## config.mk

```make
export PLATFORM = sky130hd
export DESIGN_NAME = charger_ctrl
export DESIGN_NICKNAME = d
export VERILOG_FILES = /design/src/charger_pkg.sv /design/src/charger_timer_if.sv /design/src/charger_timers.sv /design/src/charger_ctrl.sv
export VERILOG_INCLUDE_DIRS = /design/src
export SDC_FILE = /design/constraint.sdc
export NUM_CORES = 1
export LEC_CHECK = 0
export BUFFER_PORTS_ARGS = -buffer_cell sky130_fd_sc_hd__buf_2
export CAP_MARGIN = 20
export CORE_MARGIN = 2
export CORE_UTILIZATION = 58
export DETAILED_ROUTE_END_ITERATION = 7
export PLACE_DENSITY = 0.84
export SYNTH_ARGS = -nofsm -noshare
export SYNTH_HDL_FRONTEND = slang
export SYNTH_HIERARCHICAL = 1
export SYNTH_SLANG_ARGS = --single-unit
```

## constraint.sdc

```tcl
create_clock -name sys_clk -period 2.5 [get_ports sys_clk]
set_input_delay 0.125 -clock sys_clk [delete_from_list [all_inputs] [get_ports sys_clk]]
set_output_delay 0.125 -clock sys_clk [all_outputs]
set_load 0.01 [all_outputs]
```

## src/charger_cfg.svh

```systemverilog
// charger_cfg.svh: register offsets, fields, reset values and timing constants
// assumes a 20 MHz system clock and a 32-bit classic wishbone register bus
`ifndef CHARGER_CFG_SVH
`define CHARGER_CFG_SVH

// ----------------------------------------------------------------
// register byte offsets
// ----------------------------------------------------------------
`define REG_CONTROL      8'h00
`define REG_CHARGE       8'h04
`define REG_STATUS       8'h08
`define REG_IRQ_STATUS   8'h0c
`define REG_IRQ_MASK     8'h10

// ----------------------------------------------------------------
// control register fields
// ----------------------------------------------------------------
`define CTL_STAT_EN      0
`define CTL_ACC_EN       1
`define CTL_CHG_EN       2
`define CTL_RESET_VAL    32'h0000_0001

// ----------------------------------------------------------------
// charge register fields and values (ma units)
// ----------------------------------------------------------------
`define CHG_ILIM_LSB     0
`define CHG_ICHG_LSB     16
`define ILIM_PC_MA       16'h0064
`define ILIM_NONE_MA     16'hffff
`define ICHG_DEFAULT_MA  16'h03e8

// ----------------------------------------------------------------
// interrupt status fields
// ----------------------------------------------------------------
`define IRQ_FAULT        0
`define IRQ_TEMP         1
`define IRQ_WDOG         2
`define IRQ_SAFETY       3
`define IRQ_DONE         4
`define IRQ_BITS         5

// ----------------------------------------------------------------
// timing
// ----------------------------------------------------------------
`define CLK_HZ           20000000
`define FAULT_PULSE_US   128
`define FAULT_PULSE_CYC  ((`FAULT_PULSE_US * (`CLK_HZ / 1000000)))
`define SAFETY_MIN       27
// 64-bit arithmetic: the product overflows a 32-bit int
`define SAFETY_CYC       (64'(`SAFETY_MIN) * 64'(60) * 64'(`CLK_HZ))
`define WDOG_S           12
`define WDOG_CYC         (`WDOG_S * `CLK_HZ)

`endif

```

## src/charger_pkg.sv

```systemverilog
// charger_pkg.sv: shared types of the charger control logic
// assumes charger_cfg.svh is compiled alongside
package charger_pkg;
   typedef enum logic [1:0] {
      temp_ok,
      temp_warm,
      temp_suspend
   } temp_zone_e;
endpackage

```

## src/charger_timer_if.sv

```systemverilog
// charger_timer_if.sv: link between the control top and its timer block
// assumes both ends on sys_clk
`timescale 1ns/1ps
interface charger_timer_if;
   logic safety_restart;
   logic wdog_kick;
   logic host_mode;
   logic safety_expired;
   logic wdog_expired;

   modport ctrl  (output safety_restart, output wdog_kick,
                  output host_mode,
                  input  safety_expired, input wdog_expired);
   modport timer (input  safety_restart, input wdog_kick,
                  input  host_mode,
                  output safety_expired, output wdog_expired);
endinterface

```

## src/charger_timers.sv

```systemverilog
// charger_timers.sv: safety timer and host watchdog
// assumes restart and kick are one-cycle pulses on sys_clk
`timescale 1ns/1ps
`include "charger_cfg.svh"
module charger_timers
   import charger_pkg::*;
#(
   parameter longint SAFETY_CYCLES = `SAFETY_CYC,
   parameter longint WDOG_CYCLES   = `WDOG_CYC
) (
   input  wire logic   sys_clk,
   input  wire logic   rst,
   charger_timer_if.timer tif
);
   logic [35:0] safety_cnt;
   logic [31:0] wdog_cnt;
   wire  safety_hit = (safety_cnt == 36'(SAFETY_CYCLES - 1));
   wire  wdog_hit   = (wdog_cnt == 32'(WDOG_CYCLES - 1));

   // ----------------------------------------------------------------
   // safety timer: stops at expiry until restarted
   // ----------------------------------------------------------------
   always_ff @(posedge sys_clk) begin
      if (rst || tif.safety_restart) begin
         safety_cnt         <= '0;
         tif.safety_expired <= 1'b0;
      end else if (!tif.safety_expired) begin
         safety_cnt <= safety_cnt + 36'h1;
         if (safety_hit)
            tif.safety_expired <= 1'b1;
      end
   end

   // ----------------------------------------------------------------
   // watchdog: only runs while the host holds control
   // ----------------------------------------------------------------
   always_ff @(posedge sys_clk) begin
      if (rst || tif.wdog_kick || !tif.host_mode) begin
         wdog_cnt         <= '0;
         tif.wdog_expired <= 1'b0;
      end else begin
         wdog_cnt         <= wdog_hit ? '0 : wdog_cnt + 32'h1;
         tif.wdog_expired <= wdog_hit;
      end
   end
endmodule

```

## src/charger_ctrl.sv

```systemverilog
// charger_ctrl.sv: pin control, status output and registers of the charger
// assumes synchronous pins, analog comparators as levels, wishbone master
//
// Functional notes
// - disable pin high stops charging, high-impedance mode
// - disable toggle restarts safety timer in default only
// - source pin high gives 100 mA input limit
// - source pin low: no limit, 1 A charge
// - status pin low while charging, else released
// - fault gives one 128 us status pulse
// - status enable bit gates all status activity
// - accessory switch follows host enable bit
// - default mode: cold or hot suspends charging
// - default mode: warm band lowers charge current
// - temperature faults readable by host
// - host mode: temperature only reported, not acted
// - 27 minute safety timer, 12 second watchdog
// - watchdog expiry returns to default unless safety expired, control and charge reset
// - host control or charge register write leaves default mode
`timescale 1ns/1ps
`include "charger_cfg.svh"
module charger_ctrl
   import charger_pkg::*;
#(
   parameter longint SAFETY_CYCLES = `SAFETY_CYC,
   parameter longint WDOG_CYCLES   = `WDOG_CYC,
   parameter int     PULSE_CYCLES  = `FAULT_PULSE_CYC
) (
   input  wire logic        sys_clk,
   input  wire logic        rst,
   input  wire logic        wb_cyc_i,
   input  wire logic        wb_stb_i,
   input  wire logic        wb_we_i,
   input  wire logic [7:0]  wb_adr_i,
   input  wire logic [3:0]  wb_sel_i,
   input  wire logic [31:0] wb_dat_i,
   output logic      [31:0] wb_dat_o,
   output logic             wb_ack_o,
   input  wire logic        charge_disable_in,
   input  wire logic        source_select_in,
   input  wire logic        temp_cold,
   input  wire logic        temp_hot,
   input  wire logic        temp_warm_in,
   input  wire logic        fault_in,
   input  wire logic        charge_done,
   output logic             charge_enable,
   output logic             high_z_mode,
   output logic      [15:0] input_limit_ma,
   output logic      [15:0] charge_current_ma,
   output logic             charge_reduce,
   output logic             accessory_power_out,
   output logic             stat_out,
   output logic             stat_oe,
   output logic             irq
);
   charger_timer_if tif ();

   charger_timers #(
      .SAFETY_CYCLES (SAFETY_CYCLES),
      .WDOG_CYCLES   (WDOG_CYCLES)
   ) u_timers (
      .sys_clk (sys_clk),
      .rst     (rst),
      .tif     (tif)
   );

   // ----------------------------------------------------------------
   // pin synchronisers
   // ----------------------------------------------------------------
   logic [1:0] dis_sync;
   logic [1:0] ps_sync;
   logic       dis_last;
   always_ff @(posedge sys_clk) begin
      if (rst) begin
         dis_sync <= 2'b00;
         ps_sync  <= 2'b00;
         dis_last <= 1'b0;
      end else begin
         dis_sync <= {dis_sync[0], charge_disable_in};
         ps_sync  <= {ps_sync[0], source_select_in};
         dis_last <= dis_sync[1];
      end
   end
   wire dis_level  = dis_sync[1];
   wire dis_toggle = dis_level ^ dis_last;
   wire ps_level   = ps_sync[1];

   // ----------------------------------------------------------------
   // bus decode
   // ----------------------------------------------------------------
   logic [31:0] control;
   logic [31:0] charge_reg;
   logic [`IRQ_BITS-1:0] irq_status;
   logic [`IRQ_BITS-1:0] irq_mask;
   logic        host_mode;
   logic        strap_pending;

   function automatic logic [31:0] merge(input logic [31:0] old,
                                         input logic [31:0] nw,
                                         input logic [3:0]  sel);
      logic [31:0] r;
      r = old;
      for (int i = 0; i < 4; i++)
         if (sel[i])
            r[i*8 +: 8] = nw[i*8 +: 8];
      return r;
   endfunction

   wire bus_req = wb_cyc_i && wb_stb_i && !wb_ack_o;
   wire bus_wr  = bus_req && wb_we_i;
   wire wr_ctl  = bus_wr && (wb_adr_i == `REG_CONTROL);
   wire wr_chg  = bus_wr && (wb_adr_i == `REG_CHARGE);
   wire wr_ist  = bus_wr && (wb_adr_i == `REG_IRQ_STATUS);
   wire wr_msk  = bus_wr && (wb_adr_i == `REG_IRQ_MASK);
   wire host_wr = wr_ctl || wr_chg;
   wire go_default = tif.wdog_expired && !tif.safety_expired;

   // ----------------------------------------------------------------
   // start-up defaults by source selection
   // ----------------------------------------------------------------
   wire [15:0] dflt_ilim = ps_level ? `ILIM_PC_MA
                                    : `ILIM_NONE_MA;
   wire [31:0] dflt_charge = {`ICHG_DEFAULT_MA, dflt_ilim};

   // ----------------------------------------------------------------
   // control and charge registers
   // ----------------------------------------------------------------
   always_ff @(posedge sys_clk) begin
      if (rst || go_default) begin
         control       <= `CTL_RESET_VAL;
         host_mode     <= 1'b0;
         strap_pending <= 1'b1;
      end else if (host_wr) begin
         host_mode     <= 1'b1;
         strap_pending <= 1'b0;
         if (wr_ctl)
            control <= merge(control, wb_dat_i, wb_sel_i);
      end
   end

   // default values follow the source pin until the host takes over;
   // a strap caught after reset, not at it
   always_ff @(posedge sys_clk) begin
      if (rst) begin
         charge_reg <= '0;
      end else if (wr_chg) begin
         charge_reg <= merge(charge_reg, wb_dat_i, wb_sel_i);
      end else if (!host_mode || strap_pending) begin
         charge_reg <= dflt_charge;
      end
   end

   // ----------------------------------------------------------------
   // temperature zones
   // ----------------------------------------------------------------
   temp_zone_e zone;
   assign zone = (temp_cold || temp_hot) ? temp_suspend :
                 temp_warm_in            ? temp_warm : temp_ok;
   wire temp_fault = (zone != temp_ok);
   // host mode ignores zones for charging, they only reach the status
   wire temp_block = !host_mode && (zone == temp_suspend);
   wire temp_slow  = !host_mode && (zone == temp_warm);

   wire chg_allow = !dis_level && !temp_block && !tif.safety_expired
                    && (!host_mode || control[`CTL_CHG_EN]);
   wire charging  = chg_allow && !charge_done;

   // ----------------------------------------------------------------
   // timer controls
   // ----------------------------------------------------------------
   assign tif.safety_restart = (dis_toggle && !host_mode)
                               || go_default || rst;
   assign tif.wdog_kick      = bus_req;
   assign tif.host_mode      = host_mode;

   // ----------------------------------------------------------------
   // fault pulse: rising edge only, so a stuck fault pulses once
   // ----------------------------------------------------------------
   logic fault_last;
   logic temp_last;
   logic [15:0] pulse_cnt;
   wire  fault_now  = fault_in || temp_fault || tif.safety_expired;
   wire  fault_rise = fault_now && !fault_last;
   wire  pulse_on   = (pulse_cnt != 16'h0);
   always_ff @(posedge sys_clk) begin
      if (rst) begin
         fault_last <= 1'b0;
         temp_last  <= 1'b0;
         pulse_cnt  <= '0;
      end else begin
         fault_last <= fault_now;
         temp_last  <= temp_fault;
         if (fault_rise)
            pulse_cnt <= 16'(PULSE_CYCLES);
         else if (pulse_on)
            pulse_cnt <= pulse_cnt - 16'h1;
      end
   end

   // ----------------------------------------------------------------
   // interrupt status: set wins over write-one clear
   // ----------------------------------------------------------------
   logic done_last;
   logic safety_last;
   logic [`IRQ_BITS-1:0] irq_set;
   always_comb begin
      irq_set               = '0;
      irq_set[`IRQ_FAULT]   = fault_rise;
      irq_set[`IRQ_TEMP]    = temp_fault && !temp_last;
      irq_set[`IRQ_WDOG]    = tif.wdog_expired;
      irq_set[`IRQ_SAFETY]  = tif.safety_expired && !safety_last;
      irq_set[`IRQ_DONE]    = charge_done && !done_last;
   end
   wire [`IRQ_BITS-1:0] irq_clr = wr_ist ? wb_dat_i[`IRQ_BITS-1:0] : '0;

   always_ff @(posedge sys_clk) begin
      if (rst) begin
         irq_status <= '0;
         irq_mask   <= '0;
         done_last  <= 1'b0;
         safety_last <= 1'b0;
      end else begin
         done_last  <= charge_done;
         safety_last <= tif.safety_expired;
         irq_status <= (irq_status & ~irq_clr) | irq_set;
         if (wr_msk)
            irq_mask <= wb_dat_i[`IRQ_BITS-1:0];
      end
   end

   // ----------------------------------------------------------------
   // read mux
   // ----------------------------------------------------------------
   wire [31:0] status_word = {24'h0, tif.wdog_expired, tif.safety_expired,
                              host_mode, zone, dis_level, ps_level, charging};
   logic [31:0] rd_data;
   always_comb begin
      unique case (wb_adr_i)
         `REG_CONTROL:    rd_data = control;
         `REG_CHARGE:     rd_data = charge_reg;
         `REG_STATUS:     rd_data = status_word;
         `REG_IRQ_STATUS: rd_data = {{(32-`IRQ_BITS){1'b0}}, irq_status};
         `REG_IRQ_MASK:   rd_data = {{(32-`IRQ_BITS){1'b0}}, irq_mask};
         default:         rd_data = 32'h0;
      endcase
   end

   // ----------------------------------------------------------------
   // registered outputs
   // ----------------------------------------------------------------
   wire stat_low = control[`CTL_STAT_EN]
                   && (charging ^ pulse_on);
   always_ff @(posedge sys_clk) begin
      if (rst) begin
         wb_ack_o            <= 1'b0;
         wb_dat_o            <= '0;
         charge_enable       <= 1'b0;
         high_z_mode         <= 1'b1;
         input_limit_ma      <= '0;
         charge_current_ma   <= '0;
         charge_reduce       <= 1'b0;
         accessory_power_out <= 1'b0;
         stat_out            <= 1'b0;
         stat_oe             <= 1'b1;
         irq                 <= 1'b0;
      end else begin
         wb_ack_o            <= bus_req;
         wb_dat_o            <= bus_req ? rd_data : '0;
         charge_enable       <= chg_allow;
         high_z_mode         <= dis_level;
         input_limit_ma      <= charge_reg[`CHG_ILIM_LSB +: 16];
         charge_current_ma   <= charge_reg[`CHG_ICHG_LSB +: 16];
         charge_reduce       <= temp_slow;
         accessory_power_out <= control[`CTL_ACC_EN];
         stat_out            <= 1'b0;
         stat_oe             <= !stat_low;
         irq                 <= |(irq_status & irq_mask);
      end
   end
endmodule

```

* Word-level counts from Yosys, hierarchy flattened
Index checks and enable logic that the tools add are counted.
Word-level totals: register bits 242, bits in latches 0, memory bits (writable) 0, bits in read-only memories 0, input port bits 56, output and inout port bits 72, logic and storage cells 132, memories 0
Cells by class: $add $sub $neg 3, $mul 0, divide/modulo/power cells 0, $lt $le $gt $ge 0, equal/unequal tests 12, shift operators 0, mux-type cells 15, bitwise gates (word level) 7, reductions and logical operators 60
Operators by type and width (count):
- $pmux 32 s5 | 1
- $mux 32 | 2
- $add 36x1->36 const B | 1
- $eq 36x35->1 const B | 1
- $add 32x1->32 const B | 1
- $eq 32x28->1 const B | 1
- $mux 8 | 4
- $mux 12 | 2
- $logic_and 1x1->1 | 20
- $eq 8x4->1 const B | 2
- $mux 16 | 1
- $reduce_bool 16->1 | 1
- $sub 16x1->16 const B | 1
- $logic_or 1x1->1 | 12
- $reduce_and 3->1 | 4
- $logic_not 1->1 | 11
- $and 5x5->5 | 2
- $eq 8x3->1 const B | 1
- $eq 8x5->1 const B | 1
- $logic_not 8->1 | 1
- $ne 2x2->1 const B | 4
- $reduce_and 2->1 | 4
- $reduce_bool 2->1 | 3
- $reduce_or 2->1 | 3
- other kinds (10) | 13

* Longest topological paths before layout
word-level depth 12, gate-level depth with buffers 9

* Modules after synthesis
The synthesis kept the hierarchy.
Modules (own cells, without submodules):
- charger_ctrl | instances 1, cells an instance 691, area an instance 6750.2 um^2, seq. area each 3443.3 um^2
- charger_timers | instances 1, cells an instance 372, area an instance 3210.6 um^2, seq. area each 1401.3 um^2

* Least setup slack after synthesis
OpenSTA, ideal clock, no wires.
kind in2reg, from input rst, to register u_timers.safety_cnt[33], data arrival time 1744 ps, setup slack 686 ps, stages 9, path buffers 4, path through buf_2 inv_1 clkbuf_1 o21ai_1 a21o_1 or2_2 clkbuf_1 clkbuf_1 a21oi_1
Between the ends: longest elaborated chain between the ends 2
Ends and longest elaborated chain:
- start: declaration | line charger_ctrl.sv:30 | input wire logic rst,
- $logic_or 1x1->1 | line charger_ctrl.sv:172 | || go_default || rst;
- net tif.safety_restart | line charger_timer_if.sv:5 | logic safety_restart;
- $logic_or 1x1->1 | line charger_timers.sv:24 | if (rst || tif.safety_restart) begin
- end signal: assignment | line charger_timers.sv:28 | safety_cnt <= safety_cnt + 36'h1;
- end: declaration | line charger_timers.sv:15 | logic [35:0] safety_cnt;
The timed path passes the listed nets, and every way through them passes these cells. A chain may end at the register's enable or synchronous reset.

* Worst setup path after layout
from register wb_ack_o, to register charge_reg[14]
Between the ends: longest elaborated chain between the ends 6, elaborated cells between the ends (all ways) 8, those cells by class eq/ne: 1; mux: 1; reduce/logical: 6
Ends and longest elaborated chain:
- start: declaration | line charger_ctrl.sv:38 | output logic wb_ack_o,
- start signal: assignment | line charger_ctrl.sv:267 | wb_ack_o <= bus_req;
- $logic_not 1->1 * | line charger_ctrl.sv:109 | wire bus_req = wb_cyc_i && wb_stb_i && !wb_ack_o;
- $logic_and 1x1->1 * | line charger_ctrl.sv:109
- net bus_req | line charger_ctrl.sv:109
- $logic_and 1x1->1 * | line charger_ctrl.sv:110 | wire bus_wr = bus_req && wb_we_i;
- $logic_and 1x1->1 * | line charger_ctrl.sv:112 | wire wr_chg = bus_wr && (wb_adr_i == `REG_CHARGE);
- $ne 2x2->1 (no source line) or $reduce_bool 2->1 (tied branches)
- $reduce_and 2->1 (no source line)
- end signal: assignment | line charger_ctrl.sv:147 | charge_reg <= merge(charge_reg, wb_dat_i, wb_sel_i);
- end signal: assignment | line charger_ctrl.sv:149 | charge_reg <= dflt_charge;
- end: declaration | line charger_ctrl.sv:92 | logic [31:0] charge_reg;
Mark *: on every way through the listed nets, which the timed path passes. The rest lies on a longest branch.

==> results.json <==
{
  "status": "complete, no violations",
  "p_leak_nw": 4.934,
  "ys_top_cells_by_area": "dfxtp_1 (49%), nor2_1 (6.4%), mux2i_1 (5.8%)",
  "cp_slowest_stage_delay_ps": 670,
  "die_w_um": 135.1,
  "ios": 128,
  "overflow": 0,
  "avgViaCountPerCell": 5.912,
  "top_register": "u_timers/safety_cnt",
  "n_fill_cell": 1209,
  "reg2reg_to": "charge_reg[14]$_SDFFE_PP0P_",
  "num_rows": 47,
  "cts_resized": 0,
  "largest_reg_flops": 36,
  "p_total_mw": 8.782,
  "r2r_slack_ps": 480,
  "synthToLayoutAreaGrowth_pct": 21.12,
  "vdd_drop_max_mv": 0.5072,
  "worstSetupPathType": "flip-flop to flip-flop",
  "hold_violations": 0,
  "fmax_ghz": 0.4950,
  "yosysMostFrequentCell": "dfxtp_1",
  "worstPathArrival_ps": 2420,
  "hold-path-endpoint": "charge_reg[17]$_SDFFE_PP0P_",
  "power_density_mw_per_mm2": 727.9,
  "crit_path_max_fanout": 20,
  "min_from": "wb_sel_i[2]",
  "core_area_mm2": 0.01670,
  "seq_area_frac_synth_pct": 48.64,
  "dp.final_hpwl_um": 16120,
  "cp_cell_sequence": "and3b_1, and4_1, buf_12, mux2i_1, nand3_1",
  "cts_buffers": 24,
  "crit_required_ps": 2900,
  "tns_ps": 0,
  "period_minus_slack_ps": 2020,
  "clock_skew_ps": 7.634,
  "cts_setup_buffers": 0,
  "report.final.slew_viol_count": 0,
  "multi_input_area_mm2": 0.004748,
  "synthArstFlopShare_pct": 0,
  "ys_seq_elements": 242,
  "first_iter_violations": 698,
  "final_nets": 1281,
  "cts.path.max_buffers": 3,
  "drc": 0,
  "crit_path_start_kind": "flip-flop",
  "whs_path_depth": 3,
  "worstRegToRegCells": 5,
  "synth_nets": 1122,
  "clk_latency_ps": 510,
  "clock_sinks": 242,
  "ant_nets": 0,
  "netlist_top_cells_count": "dfxtp_1 (242), nor2_1 (169), nand3_1 (61)",
  "dr_total_vias": 8644,
  "drive_above_1_share_pct": 19.14,
  "initial_utilization_pct": 59.64,
  "clk_pin_slew_worst_paths_ps": 60,
  "antenna_found_initial": 3,
  "rsz0062_at_grt": "no",
  "grt_max_degree": 38,
  "seqCellArea_mm2": 0.004845,
  "htreeDepth": 1,
  "ys_types": 68,
  "cp-end-kind": "flip-flop",
  "tightestPinTransition_ps": 727.0,
  "setup_viol": 0,
  "cts_tree": "yes",
  "die_h_um": 135.1,
  "yosys_most_used_dff": "dfxtp_1",
  "hold_buffers": 41,
  "max_slew_margin_pct": 51.53,
  "syn_inst": 1063,
  "finalWirelength_um": 25250,
  "min-delay-path-class": "primary input to flip-flop",
  "fin_crit_sh_pct": 80.81,
  "first_pass_iters": 5,
  "grt.total_usage_pct": 26.90,
  "netlist.area_leader.share_pct": 48.64,
  "portBuffers": 126,
  "cp_slowest_cell": "and4_1",
  "r2r_start": "wb_ack_o$_SDFF_PP0_",
  "avgSynthCellArea_um2": 9.370,
  "grt_pass1_vias": 8263,
  "yosys_warnings": 6,
  "synth_area_mm2": 0.009961,
  "max_cap_viol_count": 0,
  "grt_pass1_wl_um": 40550,
  "synth_top_area_cell": "dfxtp_1",
  "gp_congestion": 0.8822,
  "clock-root-buffer": "clkbuf_16",
  "wire_per_inst_um": 17.27,
  "synth-edff-count": 0,
  "dieArea_mm2": 0.01824
}
cells by family after synthesis:
logic type | count (synthesis) | synth area share [%]
and+or+nand+nor | 482 | 26.53
DFF | 242 | 48.64
AOI/OAI and AO/OA | 139 | 9.597
buffers and inverters | 80 | 3.731
muxes | 63 | 6.431
xor gates and xnor gates | 53 | 4.660
adders and majority gates | 3 | 0.3769
other | 1 | 0.03765
report_power, final:
part,internal [mW],switching (mW),total [mW]
Combinational,0.331,0.451,0.783
Sequential,3.96,0.0978,4.06
Clock,2.45,1.49,3.94
Total,6.74,2.04,8.78
per-stage QoR:
| stage | worst slack (ps) | util, % | std cells | hold WS, ps | cell area [um^2] |
|---|---|---|---|---|---|
| CTS | 502.3 | 72.18 | 1458 | 7.040 | 12050 |
| global placement | 566.5 | 64.49 | 1375 | 354.6 | 10770 |
| detailed placement | 489.8 | 64.49 | 1375 | 356.5 | 10770 |
| global route | 340.2 | 72.18 | 1458 | 20.28 | 12050 |
| finish | 479.6 | 72.24 | 1462 | 21.48 | 12060 |
| floorplan | 685.9 | - | 1063 | 226.1 | 9961 |
cell type report:
cell class	instances	share of cell area [%]
Multi-Input combinational cell	741	39.36
Sequential cell	242	40.16
Tap cell	220	2.282
Inverter	23	0.7156
Clock inverter	12	1.566
Timing Repair Buffer	190	10.16
Antenna cell	4	0.08297
Clock buffer	30	5.673
placed cells by master (no fill, tap or decap), drive strengths merged, types with 40 or more instances in the layout:
master	n
nand3	62
nor2	169
nand4	44
mux2i	58
dfxtp	242
buf	149
nor2b	40
xor2	40
nand2	42
dlygate4sd3	41
per-layer routing:
| layer | part of all wire (%) | vias to the layer above | GRT usage, % |
|---|---|---|---|
| met5 | 0.051 | - | 0 |
| met3 | 7.6 | 64 | 4.955 |
| met4 | 2.7 | 2 | 9.375 |
| li1 | - | 4080 | - |
| met1 | 41 | 4153 | 34.13 |
| met2 | 48 | 345 | 46.11 |
worst max-delay path by stage:
| stage | startpoint | end | slack (ps) | cells after the start |
|---|---|---|---|---|
| finish | wb_ack_o$_SDFF_PP0_ | charge_reg[14]$_SDFFE_PP0P_ | 480 | 5 |
| global route | u_timers/wdog_cnt[17]$_SDFF_PP0_ | u_timers/wdog_cnt[3]$_SDFF_PP0_ | 340 | 6 |
| CTS | u_timers/wdog_cnt[17]$_SDFF_PP0_ | u_timers/wdog_cnt[18]$_SDFF_PP0_ | 500 | 6 |
| detailed placement | wb_adr_i[2] | charge_reg[11]$_SDFFE_PP0P_ | 490 | 6 |
| global placement | wb_adr_i[2] | charge_reg[14]$_SDFFE_PP0P_ | 570 | 6 |
| floorplan | rst | u_timers/safety_cnt[33]$_SDFFE_PP0N_ | 690 | 9 |
worst max-delay path: cells and delay by family (launching register included):
family | cells | cell delay, ps
flip-flops | 1 | 330
AND/OR/NAND/NOR | 3 | 1110
buffers and inverters | 1 | 250
multiplexers | 1 | 220
(Power assumes the default switching activity.)
